File: config.mk
export PLATFORM = sky130hd
export DESIGN_NAME = dip_top
export DESIGN_NICKNAME = d
export VERILOG_FILES = /design/src/rtl/dip_pkg.sv /design/src/rtl/dip_top.sv /design/src/rtl/dip_id_mem.sv
export SDC_FILE = /design/constraint.sdc
export NUM_CORES = 1
export LEC_CHECK = 0
export ABC_AREA = 0
export BUFFER_PORTS_ARGS = -buffer_cell sky130_fd_sc_hd__buf_4
export CAP_MARGIN = 10
export CORE_MARGIN = 2
export CORE_UTILIZATION = 60
export CTS_BUF_LIST = sky130_fd_sc_hd__clkbuf_8
export CTS_CLUSTER_DIAMETER = 50
export DETAILED_ROUTE_END_ITERATION = 7
export PLACE_DENSITY = 0.77
export SLEW_MARGIN = 20
export SYNTH_ARGS = -nofsm -noshare
export SYNTH_HDL_FRONTEND = slang
export SYNTH_HIERARCHICAL = 1
export SYNTH_SLANG_ARGS = --single-unit
File: constraint.sdc
create_clock -name ref_clk -period 4.05 [get_ports ref_clk]
set_clock_uncertainty 0.05 [all_clocks]
set_input_delay 0.81 -clock ref_clk [delete_from_list [all_inputs] [get_ports ref_clk]]
set_output_delay 0.81 -clock ref_clk [all_outputs]
set_load 0.1 [all_outputs]
File: src/rtl/dip_pkg.sv
// constants and types for the device id string programming block
//------------------------------------------------------------------
// Summary of operation
// - At reset exit the block enters id programming only when dtr is high and rts is low.
// - The dtr and rts levels are judged only until initialization ends; later changes do nothing.
// - In programming mode the block drives cts low once ready and uses cts to pace each byte.
// - The first byte is the string length; the following bytes are counted and programming ends.
// - A stored string with any character outside the permitted range blocks any link.
// - The stored string holds at most 19 characters.
//------------------------------------------------------------------
package dip_pkg;
	localparam int          DIP_MAX_LEN      = 19;
	localparam int          DIP_MEM_WORDS    = DIP_MAX_LEN + 1;
	localparam logic [7:0]  DIP_CHAR_MIN     = 8'h20;
	localparam logic [7:0]  DIP_CHAR_MAX     = 8'h7A;
	localparam logic [4:0]  DIP_LEN_ADDR     = 5'h00;
	// initialization time after reset release, in ns, and its cycle count
	localparam int          DIP_INIT_NS      = 1000;
	localparam int          DIP_CLK_NS       = 4;
	localparam int          DIP_INIT_CYC     = (DIP_INIT_NS + DIP_CLK_NS - 1) / DIP_CLK_NS;
	localparam logic [7:0]  DIP_INIT_LAST    = 8'(DIP_INIT_CYC - 1);

	typedef enum logic [4:0] {
		DIP_ST_INIT  = 5'b00001,
		DIP_ST_LEN   = 5'b00010,
		DIP_ST_DATA  = 5'b00100,
		DIP_ST_CHECK = 5'b01000,
		DIP_ST_RUN   = 5'b10000
	} dip_state_e;
endpackage

File: src/rtl/dip_top.sv
// mode selection, byte loading and string check for id string programming
`timescale 1ns/1ps
module dip_top
	import dip_pkg::*;
(
	// clock and reset
	input  wire logic       ref_clk,
	input  wire logic       rst_b,
	// modem control pins to and from the host
	input  wire logic       dtr_pin,
	input  wire logic       rts_pin,
	output logic            cts_pin,
	// received bytes from the uart receiver
	input  wire logic       rx_valid,
	input  wire logic [7:0] rx_data,
	// discovery read port
	input  wire logic [4:0] disc_addr,
	output logic      [7:0] disc_data,
	// status
	output logic            prog_mode,
	output logic            init_done,
	output logic            link_allow
);
	//------------------------------------------------------------------
	// reset and pin synchronisers
	//------------------------------------------------------------------
	logic       rst_s1_reg;
	logic       rst_s2_reg;
	logic       dtr_s1_reg;
	logic       dtr_s2_reg;
	logic       rts_s1_reg;
	logic       rts_s2_reg;
	logic       rst_n;

	// async assert, synchronous release
	always_ff @(posedge ref_clk or negedge rst_b) begin
		if (!rst_b) begin
			rst_s1_reg <= 1'b0;
			rst_s2_reg <= 1'b0;
		end else begin
			rst_s1_reg <= 1'b1;
			rst_s2_reg <= rst_s1_reg;
		end
	end
	assign rst_n = rst_s2_reg;

	// modem pins come from the host's domain
	always_ff @(posedge ref_clk or negedge rst_n) begin
		if (!rst_n) begin
			dtr_s1_reg <= 1'b0;
			dtr_s2_reg <= 1'b0;
			rts_s1_reg <= 1'b1;
			rts_s2_reg <= 1'b1;
		end else begin
			dtr_s1_reg <= dtr_pin;
			dtr_s2_reg <= dtr_s1_reg;
			rts_s1_reg <= rts_pin;
			rts_s2_reg <= rts_s1_reg;
		end
	end

	//------------------------------------------------------------------
	// sequencer
	//------------------------------------------------------------------
	dip_state_e state_reg;
	logic [7:0] init_cnt_reg;
	logic [4:0] len_reg;
	logic [4:0] idx_reg;
	logic       sel_prog_reg;
	logic       bad_reg;
	logic       mem_wr;
	logic [4:0] mem_waddr;
	logic [4:0] mem_raddr;
	logic [7:0] mem_rdata;
	logic [7:0] len_clip;
	logic       chk_pend_reg;
	logic [4:0] len_mem_reg;
	// length that bounds the character check on this boot
	logic [4:0] len_use;

	// over-long length is clipped so storage never exceeds the string limit
	assign len_clip = (rx_data > 8'(DIP_MAX_LEN)) ? 8'(DIP_MAX_LEN) : rx_data;

	// mode latch: sampled continuously while initializing, frozen afterwards
	always_ff @(posedge ref_clk or negedge rst_n) begin
		if (!rst_n) begin
			sel_prog_reg <= 1'b0;
		end else if (state_reg == DIP_ST_INIT) begin
			sel_prog_reg <= dtr_s2_reg && !rts_s2_reg;
		end
	end

	// initialization timer
	always_ff @(posedge ref_clk or negedge rst_n) begin
		if (!rst_n) begin
			init_cnt_reg <= 8'h00;
		end else if (state_reg == DIP_ST_INIT) begin
			init_cnt_reg <= init_cnt_reg + 8'h01;
		end
	end

	// main state machine
	always_ff @(posedge ref_clk or negedge rst_n) begin
		if (!rst_n) begin
			state_reg <= DIP_ST_INIT;
			len_reg   <= 5'h00;
			idx_reg   <= 5'h00;
		end else begin
			case (state_reg)
				DIP_ST_INIT: begin
					if (init_cnt_reg == DIP_INIT_LAST) begin
						state_reg <= sel_prog_reg ? DIP_ST_LEN : DIP_ST_CHECK;
						idx_reg   <= 5'h00;
					end
				end
				DIP_ST_LEN: begin
					if (rx_valid) begin
						len_reg   <= len_clip[4:0];
						idx_reg   <= 5'h00;
						state_reg <= (len_clip == 8'h00) ? DIP_ST_CHECK : DIP_ST_DATA;
					end
				end
				DIP_ST_DATA: begin
					if (rx_valid) begin
						idx_reg <= idx_reg + 5'h01;
						if (idx_reg + 5'h01 == len_reg) begin
							state_reg <= DIP_ST_CHECK;
							idx_reg   <= 5'h00;
						end
					end
				end
				DIP_ST_CHECK: begin
					// one character read per step; read data arrives a cycle later
					// an unreadable stored length falls to the else side and ends the check
					if (idx_reg <= len_use) begin
						idx_reg <= idx_reg + 5'h01;
					end else begin
						state_reg <= DIP_ST_RUN;
					end
				end
				DIP_ST_RUN: begin
					state_reg <= DIP_ST_RUN;
				end
				default: begin
					state_reg <= DIP_ST_INIT;
				end
			endcase
		end
	end

	// on a normal boot the stored length is read back before checking
	always_ff @(posedge ref_clk or negedge rst_n) begin
		if (!rst_n) begin
			chk_pend_reg <= 1'b0;
		end else begin
			chk_pend_reg <= (state_reg == DIP_ST_CHECK) && (idx_reg != 5'h00)
				&& (idx_reg <= len_use);
		end
	end

	// length of a normal boot comes from storage location zero
	// the read port points at location zero for the whole of initialization
	always_ff @(posedge ref_clk or negedge rst_n) begin
		if (!rst_n) begin
			len_mem_reg <= 5'h00;
		end else if (state_reg == DIP_ST_INIT) begin
			len_mem_reg <= (mem_rdata > 8'(DIP_MAX_LEN)) ? 5'(DIP_MAX_LEN) : mem_rdata[4:0];
		end
	end

	// range check over every stored character
	always_ff @(posedge ref_clk or negedge rst_n) begin
		if (!rst_n) begin
			bad_reg <= 1'b0;
		end else if (state_reg == DIP_ST_INIT) begin
			bad_reg <= 1'b0;
		end else if (chk_pend_reg) begin
			if (mem_rdata < DIP_CHAR_MIN || mem_rdata > DIP_CHAR_MAX) begin
				bad_reg <= 1'b1;
			end
		end
	end

	// a normal boot checks the stored length rather than a freshly received one
	assign len_use = sel_prog_reg ? len_reg : len_mem_reg;

	//------------------------------------------------------------------
	// storage
	//------------------------------------------------------------------
	// length first, then characters at consecutive locations
	assign mem_wr    = rx_valid && ((state_reg == DIP_ST_LEN) || (state_reg == DIP_ST_DATA));
	assign mem_waddr = (state_reg == DIP_ST_LEN) ? DIP_LEN_ADDR : idx_reg + 5'h01;
	assign mem_raddr = (state_reg == DIP_ST_RUN) ? disc_addr
		: ((state_reg == DIP_ST_CHECK) ? idx_reg : DIP_LEN_ADDR);

	dip_id_mem u_mem (
		.ref_clk (ref_clk),
		.wr_en   (mem_wr),
		.wr_addr (mem_waddr),
		.wr_data ((state_reg == DIP_ST_LEN) ? len_clip : rx_data),
		.rd_addr (mem_raddr),
		.rd_data (mem_rdata)
	);

	//------------------------------------------------------------------
	// outputs
	//------------------------------------------------------------------
	// cts high holds the host off except while bytes are awaited
	always_ff @(posedge ref_clk or negedge rst_n) begin
		if (!rst_n) begin
			cts_pin    <= 1'b1;
			prog_mode  <= 1'b0;
			init_done  <= 1'b0;
			link_allow <= 1'b0;
			disc_data  <= 8'h00;
		end else begin
			cts_pin    <= !((state_reg == DIP_ST_LEN) || (state_reg == DIP_ST_DATA));
			prog_mode  <= (state_reg == DIP_ST_LEN) || (state_reg == DIP_ST_DATA);
			init_done  <= (state_reg == DIP_ST_RUN);
			link_allow <= (state_reg == DIP_ST_RUN) && !bad_reg;
			disc_data  <= (state_reg == DIP_ST_RUN) ? mem_rdata : 8'h00;
		end
	end
endmodule

File: src/rtl/dip_id_mem.sv
// storage array for the length byte and the identification string
`timescale 1ns/1ps
module dip_id_mem
	import dip_pkg::*;
(
	// clock
	input  wire logic       ref_clk,
	// write port
	input  wire logic       wr_en,
	input  wire logic [4:0] wr_addr,
	input  wire logic [7:0] wr_data,
	// read port
	input  wire logic [4:0] rd_addr,
	output logic      [7:0] rd_data
);
	logic [7:0] mem_reg [DIP_MEM_WORDS];

	// no reset on the array: contents model nonvolatile storage
	always_ff @(posedge ref_clk) begin
		if (wr_en && (wr_addr < 5'(DIP_MEM_WORDS))) begin
			mem_reg[wr_addr] <= wr_data;
		end
		rd_data <= (rd_addr < 5'(DIP_MEM_WORDS)) ? mem_reg[rd_addr] : 8'h00;
	end
endmodule

== Yosys cells after proc, flatten, opt, wreduce, memory -nomap -nowiden ==
Memories as Yosys holds them, arrays and structs flattened. A register that Yosys moved wholly into a read port is not among the register bits.
Cells that the tools add are included.

* Bits of input ports: 18
* Register bits after elaboration: 49
* Memories kept: 1
* Memory bits (writable): 160
* Output and inout bits: 12
* Logic and storage cells: 90

{| class="wikitable"
|+ Memory list
! name !! words !! width !! rd ports !! clocked after Yosys merged registers in !! write ports !! RTL line !! RTL
|-
| u_mem.mem_reg || 20 || 8 || 1 || 1 || 1 || dip_id_mem.sv:16 || <nowiki>logic [7:0] mem_reg [DIP_MEM_WORDS];</nowiki>
|}

* Muxes and demuxes: 27
* Reductions and logical operators: 21
* Add/sub/neg operators: 2
* $lt $le $gt $ge: 7
* Equal/unequal tests: 13

{| class="wikitable"
|+ Operators with widths
! cell !! number
|-
| two-way mux 5 bit || 15
|-
| case mux 5 bit (5 select lines) || 1
|-
| two-way mux 8 bit || 3
|-
| case mux 5 bit (4 select lines) || 1
|-
| > comparator 8 x 5 -> 1 bit, second input constant || 2
|-
| less-than comparator 5 bit, second input constant || 2
|-
| != test 2 bit, second input constant || 5
|-
| AND reduction 5 bit || 2
|-
| adder 8 x 1 -> 8 bit, second input constant || 1
|-
| equality test 8 bit, second input constant || 1
|-
| > comparator 8 x 7 -> 1 bit, second input constant || 1
|-
| zero test 8 bit || 1
|-
| less-than comparator 8 x 6 -> 1 bit, second input constant || 1
|-
| two-way mux 4 bit || 2
|-
| logical AND 1 bit || 6
|-
| adder 5 x 1 -> 5 bit, second input constant || 1
|-
| equality test 5 x 1 -> 1 bit, second input constant || 1
|-
| equality test 5 x 2 -> 1 bit, second input constant || 1
|-
| equality test 5 x 3 -> 1 bit, second input constant || 1
|-
| equality test 5 x 4 -> 1 bit, second input constant || 1
|-
| equality test 5 bit || 1
|-
| equality test 5 bit, second input constant || 1
|-
| less-or-equal comparator 5 bit || 1
|-
| two-way mux 1 bit || 5
|-
| other kinds (7) || 13
|}

== Longest topological paths before layout ==
* Depth after elaboration: 6
* Depth in mapped cells: 11
* Mapped depth without buffers: 8

== Modules after synthesis ==
Netlist, hierarchy kept.

{| class="wikitable"
|+ Modules (own cells, without submodules)
! module !! sequential area each (um^2) !! area an instance (um^2) !! cells an instance !! times used
|-
| dip_id_mem || 4964.8 || 6502.5 || 318 || 1
|-
| dip_top || 1231.2 || 2457.4 || 235 || 1
|}

== Least setup slack after synthesis ==
OpenSTA, ideal clock, no wires.

* Kind: reg-to-reg
* From: register state_reg[1]
* To: register u_mem.rd_data[1], read port of u_mem.mem_reg
* Slack: 1.448 ns
* Library setup time: 0.139 ns
* Data arrival time: 2.412 ns
* Clock period less this slack: 2.602 ns
* Buffers on the path: 2
* Cell stages (with the launch flop): 9
* Data required time: 3.861 ns
* Cells stage by stage: dfrtp_1 -> or3_4 -> nor3b_2 -> a22o_1 -> buf_6 -> buf_6 -> mux4_1 -> a22oi_1 -> a22oi_1

* Longest elaborated chain between the ends: 5
* Elaborated cells between the ends (all ways): 6
* Those cells by class: 1 x order compare; 2 x eq/ne; 2 x mux; 1 x reduce/logical

{| class="wikitable"
|+ RTL lines
! item !! RTL line !! RTL
|-
| start, declared || dip_top.sv:65 || <nowiki>dip_state_e state_reg;</nowiki>
|-
| start signal, assigned || dip_top.sv:112 || <nowiki>state_reg <= sel_prog_reg ? DIP_ST_LEN : DIP_ST_CHECK;</nowiki>
|-
| start signal, assigned || dip_top.sv:120 || <nowiki>state_reg <= (len_clip == 8'h00) ? DIP_ST_CHECK : DIP_ST_DATA;</nowiki>
|-
| equality test 5 x 4 -> 1 bit || dip_top.sv:194 || <nowiki>: ((state_reg == DIP_ST_CHECK) ? idx_reg : DIP_LEN_ADDR);</nowiki>
|-
| two-way mux 5 bit || dip_top.sv:194 ||
|-
| two-way mux 5 bit * || dip_top.sv:193 || <nowiki>assign mem_raddr = (state_reg == DIP_ST_RUN) ? disc_addr</nowiki>
|-
| net mem_raddr[0] || dip_top.sv:73 || <nowiki>logic [4:0] mem_raddr;</nowiki>
|-
| less-than comparator 5 bit || dip_id_mem.sv:23 || <nowiki>rd_data <= (rd_addr < 5'(DIP_MEM_WORDS)) ? mem_reg[rd_addr] : 8'h00;</nowiki>
|-
| zero test 1 bit (no line) || - ||
|-
| end, declared || dip_id_mem.sv:14 || <nowiki>output logic [7:0] rd_data</nowiki>
|}

The timed path passes the listed nets; every way through them passes the cells marked *.
A chain may end at the register's enable or synchronous reset.

== Worst setup path in the final report ==
Same ends and word-level chain as after synthesis.

==> results.py <==
metrics = {
    "status": {
        "status": "finished clean",
    },
    "die": {
        "io_pins": 30,
        "die_x_um": 126,
        "floorplan.initialDensity": 0.614,
        "die_h_um": 126,
        "num_rows": 44,
        "design.core.area_um2": 14600,
        "fp.dieArea_um2": 15900,
    },
    "finish": {
        "multiInputGateArea_um2": 2570,
        "drive_gt1_frac": 0.199,
        "diodes": 0,
        "regArea_um2": 6200,
        "largest_reg_flops": 160,
        "num-nets-final": 637,
        "fill_cells": 951,
        "area_growth_pct": 12.4,
    },
    "sta": {
        "worst_pin_slew_ns": 0.948,
        "fin_crit_ns": 3.19,
        "fin_crit_sh": 0.787,
        "finalHoldViolations": 0,
        "slew_viol_final": 0,
        "whs_ns": 0.282,
        "fin_tns_setup_ns": 0,
        "max_freq_ghz": 0.314,
        "slew_headroom": 0.366,
        "finalSetupViolations": 0,
        "rsz0062_at_grt": "no",
    },
    "synthesis": {
        "synth_top_area_share": 0.536,
        "ys.flop_type": "edfxtp_1",
        "syn_nets": 580,
        "synthCells": 553,
        "ys_warn_count": 6,
        "yosys.area.top_type": "edfxtp_1",
        "ys_seq_elements": 217,
        "synth_seq_area_share": 0.692,
        "syn_area_per_cell_um2": 16.2,
        "synth.area.top_cells": "edfxtp_1, dfrtp_1, mux4_1",
        "synth_edf_count": 160,
        "async_reset_ff_frac": 0.226,
        "syn_area_um2": 8960,
        "synth_cell_type_count": 61,
    },
    "worst_setup_path": {
        "worstReg2RegStart": "state_reg[1]",
        "crit_path_start_kind": "flip-flop",
        "crit_start": "state_reg[1]",
        "arrival_ns": 3.50,
        "cp-end-kind": "flip-flop",
        "ff2ff_path_depth": 8,
        "crit_type": "flip-flop to flip-flop",
        "crit_required_ns": 4.36,
        "reg2reg_to": "u_mem/rd_data[1]",
        "r2r_slack_ns": 0.86,
        "path_max_fanout": 50,
    },
    "clock_network": {
        "numCtsBuffers": 36,
        "cts-root-buf": "clkbuf_8",
        "clkTransAtPathRegs_ns": 0.06,
        "h-tree-depth": 2,
        "cts.sinks": 217,
        "clk_path_buf_depth": 3,
        "postCtsSetupBuffers": 0,
        "cts_tree": "yes",
        "clkLatencyLatePin_ns": 0.53,
    },
    "pwr": {
        "cellPowerDensity_nw_per_um2": 526,
        "ir_drop_v": 0.000319,
        "leakagePower_nw": 3.60,
    },
    "run": {
        "drv_cap": 0,
    },
    "placed_design": {
        "gp_congestion": 0.845,
        "dp.final_hpwl_um": 11900,
        "port-buffer-count": 29,
    },
    "global_routing": {
        "antenna_found_initial": 0,
        "track_usage": 0.236,
        "grt_pass1_wl_um": 28300,
        "gr-total-overflow": 0,
        "grt_pass1_vias": 5170,
        "grt_max_degree": 51,
    },
    "drt": {
        "vias_per_cell": 6.22,
        "wire_per_inst_um": 22.2,
        "via_count": 5084,
        "drc": 0,
        "final_antenna_net_count": 0,
        "drt_iter0_drc": 463,
        "firstDrtPassIters": 7,
        "wl_um": 18200,
    },
    "worst_hold_path": {
        "hp-class": "flip-flop to asynchronous set/reset pin",
    },
}
==> cells in the mapped netlist (9+ instances only) <==
master	instances
edfxtp_1	160
dfrtp_1	45
nand2_1	32
nor2_1	30
mux2i_1	23
and2_1	15
mux4_1	15
mux4_2	15
a22oi_1	14
o21ai_0	13
o22ai_1	12
a21oi_1	11
clkbuf_1	11
ha_1	9
inv_1	9
nor3_1	9
xnor2_1	9
==> power breakdown <==
group          internal [mW]  switching (mW)  total [mW]
clock                   1.01           0.820        1.83
combinational          0.306           0.492       0.798
sequential              2.53           0.141        2.67
==> what timing repair did <==
action / in CTS / in global routing
resized for setup: 0 / 0
endpoints found under the setup margin: 0 / 0
hold buffers: 1 / 0
hold endpoints to repair: 2 / 0
==> worst max-delay path, stage by stage (launching register included) <==
cell      delay [ns]
dfrtp_1         0.44
or3_4           0.40
nor3b_2         0.21
buf_4           0.21
a22o_2          0.19
buf_12          0.29
mux4_2          0.55
a211oi_1        0.48
a22oi_1         0.14
==> metrics by stage <==
| step | instance area [µm²] | setup WS [ns] | total power [mW] | util | cells |
|---|---|---|---|---|---|
| 2_1_floorplan | 8960 | 1.45 | 3.28 | - | 553 |
| 5_1_grt | 10100 | 0.750 | 5.52 | 0.690 | 817 |
| 4_1_cts | 10100 | 0.912 | 5.33 | 0.690 | 817 |
| 6_report | 10100 | 0.862 | 5.30 | 0.690 | 817 |
| 3_5_place_dp | 9360 | 0.931 | 3.51 | 0.642 | 755 |
| 3_3_place_gp | 9360 | 1.05 | 3.46 | 0.642 | 755 |
==> area by class of cell <==
| type | count | share of cell area |
|---|---|---|
| Tap cell | 184 | 0.0229 |
| Multi-Input combinational cell | 303 | 0.256 |
| Clock buffer | 42 | 0.0574 |
| Timing Repair Buffer | 43 | 0.0336 |
| Sequential cell | 217 | 0.616 |
| Clock inverter | 19 | 0.0113 |
| Inverter | 9 | 0.00336 |
==> kinds of logic after synthesis <==
| logic type | count (synthesis) | share of synthesized area |
|---|---|---|
| other | 1 | 0.000419 |
| DFF | 217 | 0.692 |
| buffers and inverters | 33 | 0.0214 |
| AOI/OAI and AO/OA | 79 | 0.0603 |
| muxes | 56 | 0.112 |
| xor gates and xnor gates | 16 | 0.0156 |
| adders and majority gates | 9 | 0.0126 |
| and+or+nand+nor | 142 | 0.0866 |
==> layer usage <==
layer	wire length [µm]	global-route usage
met1	7450	0.311
met2	9110	0.394
met3	1010	0.0408
met4	592	0.100
met5	0	0
==> cells in the final DEF, fill, tap and decap left out, types with 19 or more instances in the layout <==
cell type / Yosys / layout
nor2_1: 30 / 30
inv_1: 9 / 19
nand2_1: 32 / 32
buf_4: 2 / 41
dfrtp_1: 45 / 44
edfxtp_1: 160 / 160
clkbuf_8: 0 / 42
mux2i_1: 23 / 23
==> worst max-delay path by stage <==
stage | end | slack, ns | cells past startpoint
after global placement | u_mem/rd_data[3] | 1.05 | 8
after global routing | u_mem/rd_data[1] | 0.75 | 8
after floorplan | u_mem/rd_data[1] | 1.45 | 8
after CTS | u_mem/rd_data[1] | 0.91 | 8
final | u_mem/rd_data[1] | 0.86 | 8
after detailed placement | u_mem/rd_data[1] | 0.93 | 8
Note: power is estimated with default switching activity, not from simulation.
